===== config.mk =====
export PLATFORM = sky130hd
export DESIGN_NAME = link_capability_register
export DESIGN_NICKNAME = d
export VERILOG_FILES = /design/src/lcap_pkg.sv /design/src/link_capability_register.sv /design/src/lane_width_resolver.sv
export SDC_FILE = /design/constraint.sdc
export NUM_CORES = 1
export LEC_CHECK = 0
export BUFFER_PORTS_ARGS = -buffer_cell sky130_fd_sc_hd__buf_2
export CAP_MARGIN = 10
export CORE_MARGIN = 5
export CORE_UTILIZATION = 40
export DETAILED_ROUTE_END_ITERATION = 7
export PLACE_DENSITY = 0.8
export SLEW_MARGIN = 20
export SYNTH_ARGS = -nofsm -noshare
export SYNTH_HDL_FRONTEND = slang
export SYNTH_SLANG_ARGS = --single-unit

===== constraint.sdc =====
create_clock -name clk_in -period 1.45 [get_ports clk_in]
set_input_delay 0.0725 -clock clk_in [delete_from_list [all_inputs] [get_ports clk_in]]
set_output_delay 0.0725 -clock clk_in [all_outputs]
set_load 0.1 [all_outputs]

===== src/lcap_pkg.sv =====
// Notes on behaviour
// [RULE1] - Supported speed in bits 3:0 is read-only and reads 0x1 (2.5 Gbps).
// [RULE2] - Maximum width in bits 9:4 starts at the configured lane width.
// [RULE3] - The upstream port may rewrite the width to train narrower.
// [RULE4] - Width code 2 trains two lanes; code 1 and every other code one.
// [RULE5] - Low-power support in bits 11:10 is fixed at 0x3 (L0s and L1).
// [RULE6] - With separate reference clocks bits 14:12 read 0x5 (1 to 2 us).
// [RULE7] - With a common reference clock bits 14:12 read 0x3 (256-512 ns).
// [RULE8] - Link control bit 6, set by software, picks the L0s exit code.
// [RULE9] - L1 exit latency in bits 17:15 starts at 0x2 (2 to under 4 us).
// [RULE10] - Reference clock removal bit 18 starts at 0x0.
// [RULE11] - Surprise-down bit 19 starts at 1 downstream, 0 upstream.
// [RULE12] - Link-active bit 20 starts at 1 downstream, 0 upstream.
// [RULE13] - Bits 31:24 read back the port index.
// [RULE14] - Lockable fields take writes only while unlocked; reserved is 0.
package lcap_pkg;

  localparam int ADDR_W = 12;
  localparam logic [ADDR_W-1:0] LINK_CAP_OFFSET = 12'h04c;
  localparam logic [ADDR_W-1:0] LINK_CTL_OFFSET = 12'h050;
  localparam logic [ADDR_W-1:0] UNLOCK_CTL_OFFSET = 12'h100;

  localparam logic [3:0] SPEED_GEN1 = 4'h1;
  localparam logic [5:0] WIDTH_X1 = 6'h01;
  localparam logic [5:0] WIDTH_X2 = 6'h02;
  localparam logic [1:0] LOW_POWER_L0S_L1 = 2'h3;
  localparam logic [2:0] STANDBY_LAT_SEPARATE = 3'h5;
  localparam logic [2:0] STANDBY_LAT_COMMON = 3'h3;
  localparam logic [2:0] DEEP_IDLE_LAT_RESET = 3'h2;
  localparam logic REFCLK_REMOVAL_RESET = 1'b0;
  localparam logic [2:0] RESERVED_VALUE = 3'h0;

  localparam int COMMON_REFCLK_BIT = 6;
  localparam int UNLOCK_BIT = 0;

  // Field order matches the register image, bit 31 first
  typedef struct packed {
    logic [7:0] port_index;
    logic [2:0] reserved;
    logic link_active_reporting_cap;
    logic surprise_down_reporting_cap;
    logic refclk_removal_support;
    logic [2:0] deep_idle_exit_latency;
    logic [2:0] standby_exit_latency;
    logic [1:0] low_power_state_support;
    logic [5:0] max_lane_width;
    logic [3:0] supported_speed;
  } link_capabilities_s;

endpackage


===== src/link_capability_register.sv =====
module link_capability_register
  import lcap_pkg::*;
#(
  parameter logic [7:0] PORT_INDEX = 8'h00,
  parameter logic IS_UPSTREAM = 1'b1,
  parameter logic [5:0] CONFIG_WIDTH = WIDTH_X2
)(
  input wire logic clk_in,
  input wire logic resetn_in,
  input wire logic psel_in,
  input wire logic penable_in,
  input wire logic pwrite_in,
  input wire logic [ADDR_W-1:0] paddr_in,
  input wire logic [31:0] pwdata_in,
  input wire logic [3:0] pstrb_in,
  output logic [31:0] prdata_out,
  output logic pready_out,
  output logic pslverr_out,
  output logic [31:0] link_capabilities_out,
  output logic common_refclk_config_out,
  output logic unlock_out,
  output logic [5:0] lane_count_out
);

  typedef struct packed {
    logic pready;
    logic pslverr;
    logic [31:0] prdata;
    logic [5:0] max_lane_width;
    logic [2:0] deep_idle_exit_latency;
    logic refclk_removal_support;
    logic surprise_down_reporting_cap;
    logic link_active_reporting_cap;
    logic common_refclk_config;
    logic unlock;
    link_capabilities_s cap;
  } regs_s;

  regs_s state;
  regs_s next_state;
  logic [31:0] wmask;
  logic [31:0] read_word;
  link_capabilities_s merged;
  logic access;
  logic complete;
  logic hit_cap;
  logic hit_ctl;
  logic hit_unlock;
  logic mapped;

  function automatic link_capabilities_s build_cap(input regs_s s);
    link_capabilities_s c;
    c.port_index = PORT_INDEX; // [RULE13]
    c.reserved = RESERVED_VALUE; // [RULE14]
    c.link_active_reporting_cap = s.link_active_reporting_cap;
    c.surprise_down_reporting_cap = s.surprise_down_reporting_cap;
    c.refclk_removal_support = s.refclk_removal_support;
    c.deep_idle_exit_latency = s.deep_idle_exit_latency;
    // Follows the link control bit, never a stored value
    if (s.common_refclk_config) begin // [RULE8]
      c.standby_exit_latency = STANDBY_LAT_COMMON; // [RULE7]
    end else begin
      c.standby_exit_latency = STANDBY_LAT_SEPARATE; // [RULE6]
    end
    c.low_power_state_support = LOW_POWER_L0S_L1; // [RULE5]
    c.max_lane_width = s.max_lane_width;
    c.supported_speed = SPEED_GEN1; // [RULE1]
    return c;
  endfunction

  function automatic regs_s reset_regs();
    regs_s r;
    r = '0;
    r.max_lane_width = CONFIG_WIDTH; // [RULE2]
    r.deep_idle_exit_latency = DEEP_IDLE_LAT_RESET; // [RULE9]
    r.refclk_removal_support = REFCLK_REMOVAL_RESET; // [RULE10]
    // Upstream ports cannot report these, so they start clear
    r.surprise_down_reporting_cap = !IS_UPSTREAM; // [RULE11]
    r.link_active_reporting_cap = !IS_UPSTREAM; // [RULE12]
    r.cap = build_cap(r);
    return r;
  endfunction

  always_comb begin
    wmask = {{8{pstrb_in[3]}}, {8{pstrb_in[2]}},
             {8{pstrb_in[1]}}, {8{pstrb_in[0]}}};
    access = psel_in && penable_in;
    complete = access && state.pready;
    hit_cap = paddr_in == LINK_CAP_OFFSET;
    hit_ctl = paddr_in == LINK_CTL_OFFSET;
    hit_unlock = paddr_in == UNLOCK_CTL_OFFSET;
    mapped = hit_cap || hit_ctl || hit_unlock;
    merged = (state.cap & ~wmask) | (pwdata_in & wmask);
    read_word = '0;
    if (hit_cap) begin
      read_word = state.cap;
    end else if (hit_ctl) begin
      read_word = 32'(state.common_refclk_config) << COMMON_REFCLK_BIT;
    end else if (hit_unlock) begin
      read_word = 32'(state.unlock) << UNLOCK_BIT;
    end

    next_state = state;
    // One wait state: answer is prepared in the first access cycle
    next_state.pready = access && !state.pready;
    next_state.pslverr = access && !state.pready && !mapped;
    if (access && !state.pready) begin
      next_state.prdata = pwrite_in ? '0 : read_word;
    end

    if (complete && pwrite_in && mapped) begin
      if (hit_cap && state.unlock) begin // [RULE14]
        next_state.deep_idle_exit_latency = merged.deep_idle_exit_latency;
        next_state.refclk_removal_support = merged.refclk_removal_support;
        next_state.surprise_down_reporting_cap =
          merged.surprise_down_reporting_cap;
        next_state.link_active_reporting_cap =
          merged.link_active_reporting_cap;
        // Narrowing the trained width is an upstream-only option
        if (IS_UPSTREAM) begin // [RULE3]
          next_state.max_lane_width = merged.max_lane_width;
        end
      end
      if (hit_ctl && pstrb_in[0]) begin // [RULE8]
        next_state.common_refclk_config = pwdata_in[COMMON_REFCLK_BIT];
      end
      if (hit_unlock && pstrb_in[0]) begin
        next_state.unlock = pwdata_in[UNLOCK_BIT];
      end
    end
    next_state.cap = build_cap(next_state);
  end

  always_ff @(posedge clk_in) begin
    if (!resetn_in) begin
      state <= reset_regs();
    end else begin
      state <= next_state;
    end
  end

  // Trained width lags a field write by one cycle
  lane_width_resolver u_lane_width_resolver (
    .clk_in(clk_in),
    .resetn_in(resetn_in),
    .width_field_in(state.max_lane_width),
    .lanes_out(lane_count_out)
  );

  assign prdata_out = state.prdata;
  assign pready_out = state.pready;
  assign pslverr_out = state.pslverr;
  assign link_capabilities_out = state.cap;
  assign common_refclk_config_out = state.common_refclk_config;
  assign unlock_out = state.unlock;
endmodule


===== src/lane_width_resolver.sv =====
module lane_width_resolver
  import lcap_pkg::*;
(
  input wire logic clk_in,
  input wire logic resetn_in,
  input wire logic [5:0] width_field_in,
  output logic [5:0] lanes_out
);

  typedef struct packed {
    logic [5:0] lanes;
  } resolver_state_s;

  resolver_state_s state;
  resolver_state_s next_state;

  always_comb begin
    next_state = state;
    // Anything but the two-lane code falls back to one lane
    if (width_field_in == WIDTH_X2) begin // [RULE4]
      next_state.lanes = WIDTH_X2;
    end else begin
      next_state.lanes = WIDTH_X1;
    end
  end

  always_ff @(posedge clk_in) begin
    if (!resetn_in) begin
      state <= '{lanes: WIDTH_X1};
    end else begin
      state <= next_state;
    end
  end

  assign lanes_out = state.lanes;

endmodule


==> results of run 1 <==
==> metal layers <==
layer / wire (um) / vias to the layer above / global-route usage (%)
li1: - / 731 / -
met1: 1690 / 693 / 17.2
met2: 1920 / 79 / 23.7
met3: 555 / 12 / 6.54
met4: 94 / 0 / 7.11
met5: 0 / - / 0
==> final cells by class <==
cell class	instances	area share [%]
clock buffer	7	4.63
inverter	2	0.356
multi-input combinational	132	37.6
sequential	35	33.6
tap	50	2.97
timing repair buffer	82	20.9
==> what timing repair did <==
item                       in CTS  in global routing
buffers inserted                0                  1
gates cloned                    0                  0
setup endpoints to repair       9                 17
gates resized for setup         1                  1
==> power groups by stage <==
stage / combinational (mW) / sequential (mW) / clock (mW)
floorplan: 0.516 / 1.03 / 0
global placement: 0.557 / 0.989 / 0
detailed placement: 0.559 / 0.989 / 0
CTS: 0.560 / 0.966 / 0.785
global route: 0.582 / 0.966 / 0.831
finish: 0.566 / 0.967 / 0.765
==> critical path: stages, from the launching register on <==
cell	delay [ns]
dfxtp_4	0.34
nand3b_1	0.22
buf_4	0.18
and2_0	0.12
buf_4	0.19
a22o_1	0.24
==> worst max-delay path by stage <==
stage               start        endpoint  slack (ns)
2_1_floorplan  pready_out        register       -0.10
3_3_place_gp   pready_out  prdata_out[17]        0.04
3_5_place_dp   pready_out  prdata_out[14]        0.01
4_1_cts        pready_out   prdata_out[0]       0.007
5_1_grt        pready_out   prdata_out[0]       0.008
6_report       pready_out   prdata_out[0]        0.06
==> cells by family after synthesis <==
family                 share of synthesized area, %
AO/OA/AOI/OAI                                  17.7
other                                         0.446
AND/OR/NAND/NOR                                19.3
multiplexers                                   1.26
buffers and inverters                          19.7
flip-flops                                     41.6
==> per-stage QoR <==
stage	total power, mW	setup slack (ns)	cells
CTS	2.31	0.00712	307
global route	2.38	0.00822	308
finish	2.30	0.0562	308
floorplan	1.54	-0.100	215
detailed placement	1.55	0.0148	300
global placement	1.55	0.0397	300
==> cell usage in the layout, fill, tap and decap left out, drive strengths merged, types with 3 or more instances in the layout <==
| cell | instances |
|---|---|
| nand2 | 12 |
| dfxtp | 35 |
| conb | 36 |
| o21ai | 12 |
| a21oi | 12 |
| nor3 | 3 |
| and4 | 3 |
| buf | 82 |
| nor2 | 3 |
| nand3 | 4 |
| nand4 | 11 |
| or3 | 3 |
| clkbuf | 7 |
| a22o | 14 |
==> results.cfg, run 1 <==
[cts]
clock-root-buffer = clkbuf_8
clock_latency_ns = 0.29
h-tree-depth = 2
clk_pin_slew_ns = 0.07
cts_buffers = 5
hold_buffers = 0
cts_tree = done
clock_sinks = 35
clockBufferDepth = 2

[sta]
period_minus_slack_ns = 1.39
tns_ns = 0
hold_viol_final = 0
finalMaxSlewViolations = 0
rsz0062_at_grt = no
skew_ns = 0.00485
finalSetupViolations = 0
fin_crit_sh_pct = 96.1
fin_hold_ws_ns = 0.0356
fmax_mhz = 717

[synth]
synth_area_per_cell_um2 = 9.31
synth_most_common_cell = buf_4
synth-seq-cells = 35
netlist_top_cells_area = dfxtp_1 42%, buf_4 18%, a22o_1 7.3%, nand4_1 3.7%, a21oi_1 3.6%
synth_warnings = 0
synth_area_mm2 = 0.00169
synthTopCellsByCount = 40 x buf_4, 35 x dfxtp_1, 14 x a22o_1
synth_top_area_cell = dfxtp_1
synth_flop_cell = dfxtp_1
synth_cell_types = 34
postSynth.asyncResetShare_pct = 0
netlist.area_leader.share_pct = 41.6
postSynthCellCount = 181
synth_edf_count = 0
synth-seq-area-share_pct = 41.6

[routing]
vias = 1515
ant_nets = 0
drc = 0
drt_first_iter_violations = 96
wl_per_cell_um = 13.8
firstDrtPassIters = 4
vias_per_cell = 4.92
wl_mm = 4.27

[power_and_ir_drop]
internal-power_mw = 1.46
powerDensity_mw_per_mm2 = 1090
p_sw_mw = 0.841
combPwrFrac_pct = 24.6
power.share.switching_pct = 36.6
p_seq_share_pct = 42.1
p_leak_nw = 1.02
power_frac_clock_pct = 33.3
ir_drop_uv = 359

[floorplan]
die_area_mm2 = 0.00561
die_w_um = 74.9
start_util_pct = 41.8
die_h_um = 74.9
core_mm2 = 0.00403
boundaryPins = 127
core.rowCount = 23

[layout]
areaGrowthSynthToFinish_pct = 25.1
nets = 311
multi_input_area_um2 = 792
diodes = 0
drive_gt1_share_pct = 40.3
final_cell_area_mm2 = 0.00211
seq_area_um2 = 708
fill_cells = 375
utilization_pct = 52.3

[worst_setup_path]
reg2reg_from = pready_out
critPathKind = reg -> reg
arrival_ns = 1.57
required_ns = 1.63
crit_path_end_kind = register
worst_r2r_path_depth = 5
cp_max_fo = 14
r2r_end = prdata_out[0]
crit_path_start_kind = register
rrSetupSlack_ns = 0.06

[status]
status = finished clean

[min_path]
hold_path_class = in -> reg
whs_path_depth = 3
min-delay-start = pwdata_in[9]

[global_routing]
grt_overflow_total = 0
antenna_found_initial = 0
grt_pass1_wl_mm = 6.38
grt_pass1_vias = 1424
grt_use_total_pct = 14.9
grt_max_degree = 15

[flow_run]
maxCapViolations = 0

[placed_design]
dpl-instance-area_mm2 = 0.00200
place_hpwl_mm = 3.31
gp_congestion = 0.839
io_buffer_count = 70
(Power assumes the default switching activity.)
==> run 2: changes to the inputs <==
- BUFFER_PORTS_ARGS: -buffer_cell sky130_fd_sc_hd__buf_2 -> unset
- CORE_MARGIN: 5 -> 1
- CORE_UTILIZATION: 40 -> 45
- DONT_BUFFER_PORTS: unset -> 1
- GPL_TIMING_DRIVEN: unset -> 0
- PLACE_DENSITY: 0.8 -> unset
==> results.cfg, run 2 (same netlist as run 1, synthesis figures left out) <==
[power_and_ir_drop]
p_leak_nw = 1.02
powerDensity_mw_per_mm2 = 1010
p_total_mw = 2.36
ir_drop_uv = 637

[cts]
h-tree-depth = 2
clock_sinks = 35
clockBufferDepth = 2
clk_pin_slew_ns = 0.06
clock-root-buffer = clkbuf_8
clock_latency_ns = 0.28
cts_buffers = 5
cts_tree = done

[global_routing]
grt_use_total_pct = 22.5
antenna_found_initial = 0
grt_overflow_total = 0
grt_pass1_wl_mm = 6.87
grt_max_degree = 11
grt_pass1_vias = 1500

[worst_setup_path]
arrival_ns = 1.82
critPathTopFamily = simple AND/OR/NAND/NOR gates
cp_num_buf_inv = 0
critPathKind = reg -> reg
crit_path_end_kind = register
reg2reg_from = pready_out
crit_slowest_cell = dfxtp_4
crit_chain = and4_4 > nand4_4 > or3_1 > a21o_1
cp_max_fo = 5
worst_r2r_path_depth = 4
startpoint = pready_out
rrSetupSlack_ns = -0.18
required_ns = 1.63
crit_path_start_kind = register
cp.depth = 4
cpPeakStageDelay_ns = 0.54

[status]
violations = setup timing
status = finished with violations

[placed_design]
dp.cells = 261
place_hpwl_mm = 3.04
io_buffer_count = 0
gp_congestion = 0.852

[floorplan]
die_h_um = 63.2
die_w_um = 63.2
start_util_pct = 48.6
boundaryPins = 127
core.rowCount = 21
die_area_mm2 = 0.00399
core_mm2 = 0.00347

[sta]
worst_slack_ns = -0.185
skew_ns = 0.00276
hold_viol_final = 0
slew_headroom_pct = 32.1
rsz0062_at_grt = yes
period_minus_slack_ns = 1.63
fin_crit_sh_pct = 113
fin_hold_ws_ns = 0.00947
worst_pin_slew_ns = 1.02
fmax_mhz = 612
finalSetupViolations = 27
finalMaxSlewViolations = 0

[routing]
wl_per_cell_um = 14.9
ant_nets = 0
vias = 1505
firstDrtPassIters = 4
vias_per_cell = 5.07
wl_mm = 4.42
drc = 0
drt_first_iter_violations = 76

[layout]
diodes = 0
final_common_cell = buf_4
nets = 303
seq_area_um2 = 724
fill_cells = 284
drive_gt1_share_pct = 33.9
utilization_pct = 67.5
final_cells = 297
multi_input_area_um2 = 815
areaGrowthSynthToFinish_pct = 38.8
layout_common_cells = 45 x buf_4, 36 x conb_1, 24 x dfxtp_1

[min_path]
hold_path_class = in -> reg

[flow_run]
maxCapViolations = 0
-- run 2: changes by cell type in the layout (fill, tap and decap cells not counted), moves of 2 or more --
cell	change
buf_2	-69
buf_4	+33
dlygate4sd3_1	+21
o21ai_0	-9
o21ai_1	+8
dfxtp_1	-7
dfxtp_2	+4
buf_6	+3
buf_8	+3
dfxtp_4	+3
clkbuf_8	+2
-- run 2: per-layer routing --
layer / global-route usage (%) / part of all wire (%) / up-vias
met1: 23.0 / 36 / 673
met3: 9.78 / 12 / 10
li1: - / - / 719
met4: 10.5 / 2.2 / 0
met5: 0 / 0 / -
met2: 39.2 / 50 / 103
-- run 2: through the flow --
step / setup WS, ns / TNS, ns / instance area [um2]
CTS: -0.180 / -4.11 / 2300
detailed placement: -0.272 / -6.06 / 1900
floorplan: -0.100 / -0.745 / 1840
global placement: -0.232 / -5.04 / 1900
global route: -0.231 / -4.32 / 2340
finish: -0.185 / -2.47 / 2340
-- run 2: area by class of cell --
cell class / instances / area share, %
buffer: 45 / 15.1
clock buffer: 8 / 4.28
inverter: 2 / 0.321
multi-input combinational: 132 / 34.8
sequential: 35 / 31.0
tap: 46 / 2.46
timing repair buffer: 29 / 12.0
-- run 2: repair_timing --
item	in CTS	in global routing
hold buffers	21	0
setup buffers	5	2
endpoints found under the hold margin	18	0
setup endpoints to repair	32	34
pin swaps	5	4
gates cloned	1	0
gates resized for setup	17	24
-- run 2: worst reg2reg max path: stages (launching register included) --
cell,delay [ns]
dfxtp_4,0.54
and4_4,0.32
nand4_4,0.14
or3_1,0.38
a21o_1,0.15
-- run 2: report_power, final --
part / switching (mW) / total, mW / internal, mW / leakage, nW
registers: 0.0409 / 1.00 / 0.960 / 0.289
logic: 0.468 / 0.603 / 0.135 / 0.680
clock network: 0.326 / 0.759 / 0.433 / 0.0515
-- run 2: how the worst min path moves through the flow --
stage                       endpoint  depth (start not counted)  slack, ns          from
final                     unlock_out                          2      0.009   pstrb_in[0]
after global routing      unlock_out                          2       0.03   pstrb_in[0]
after CTS                 unlock_out                          2      0.002   pstrb_in[0]
after detailed placement  unlock_out                          2       0.23  pwdata_in[0]
after global placement    unlock_out                          2       0.22  pwdata_in[0]
after floorplan           unlock_out                          2       0.20  pwdata_in[0]
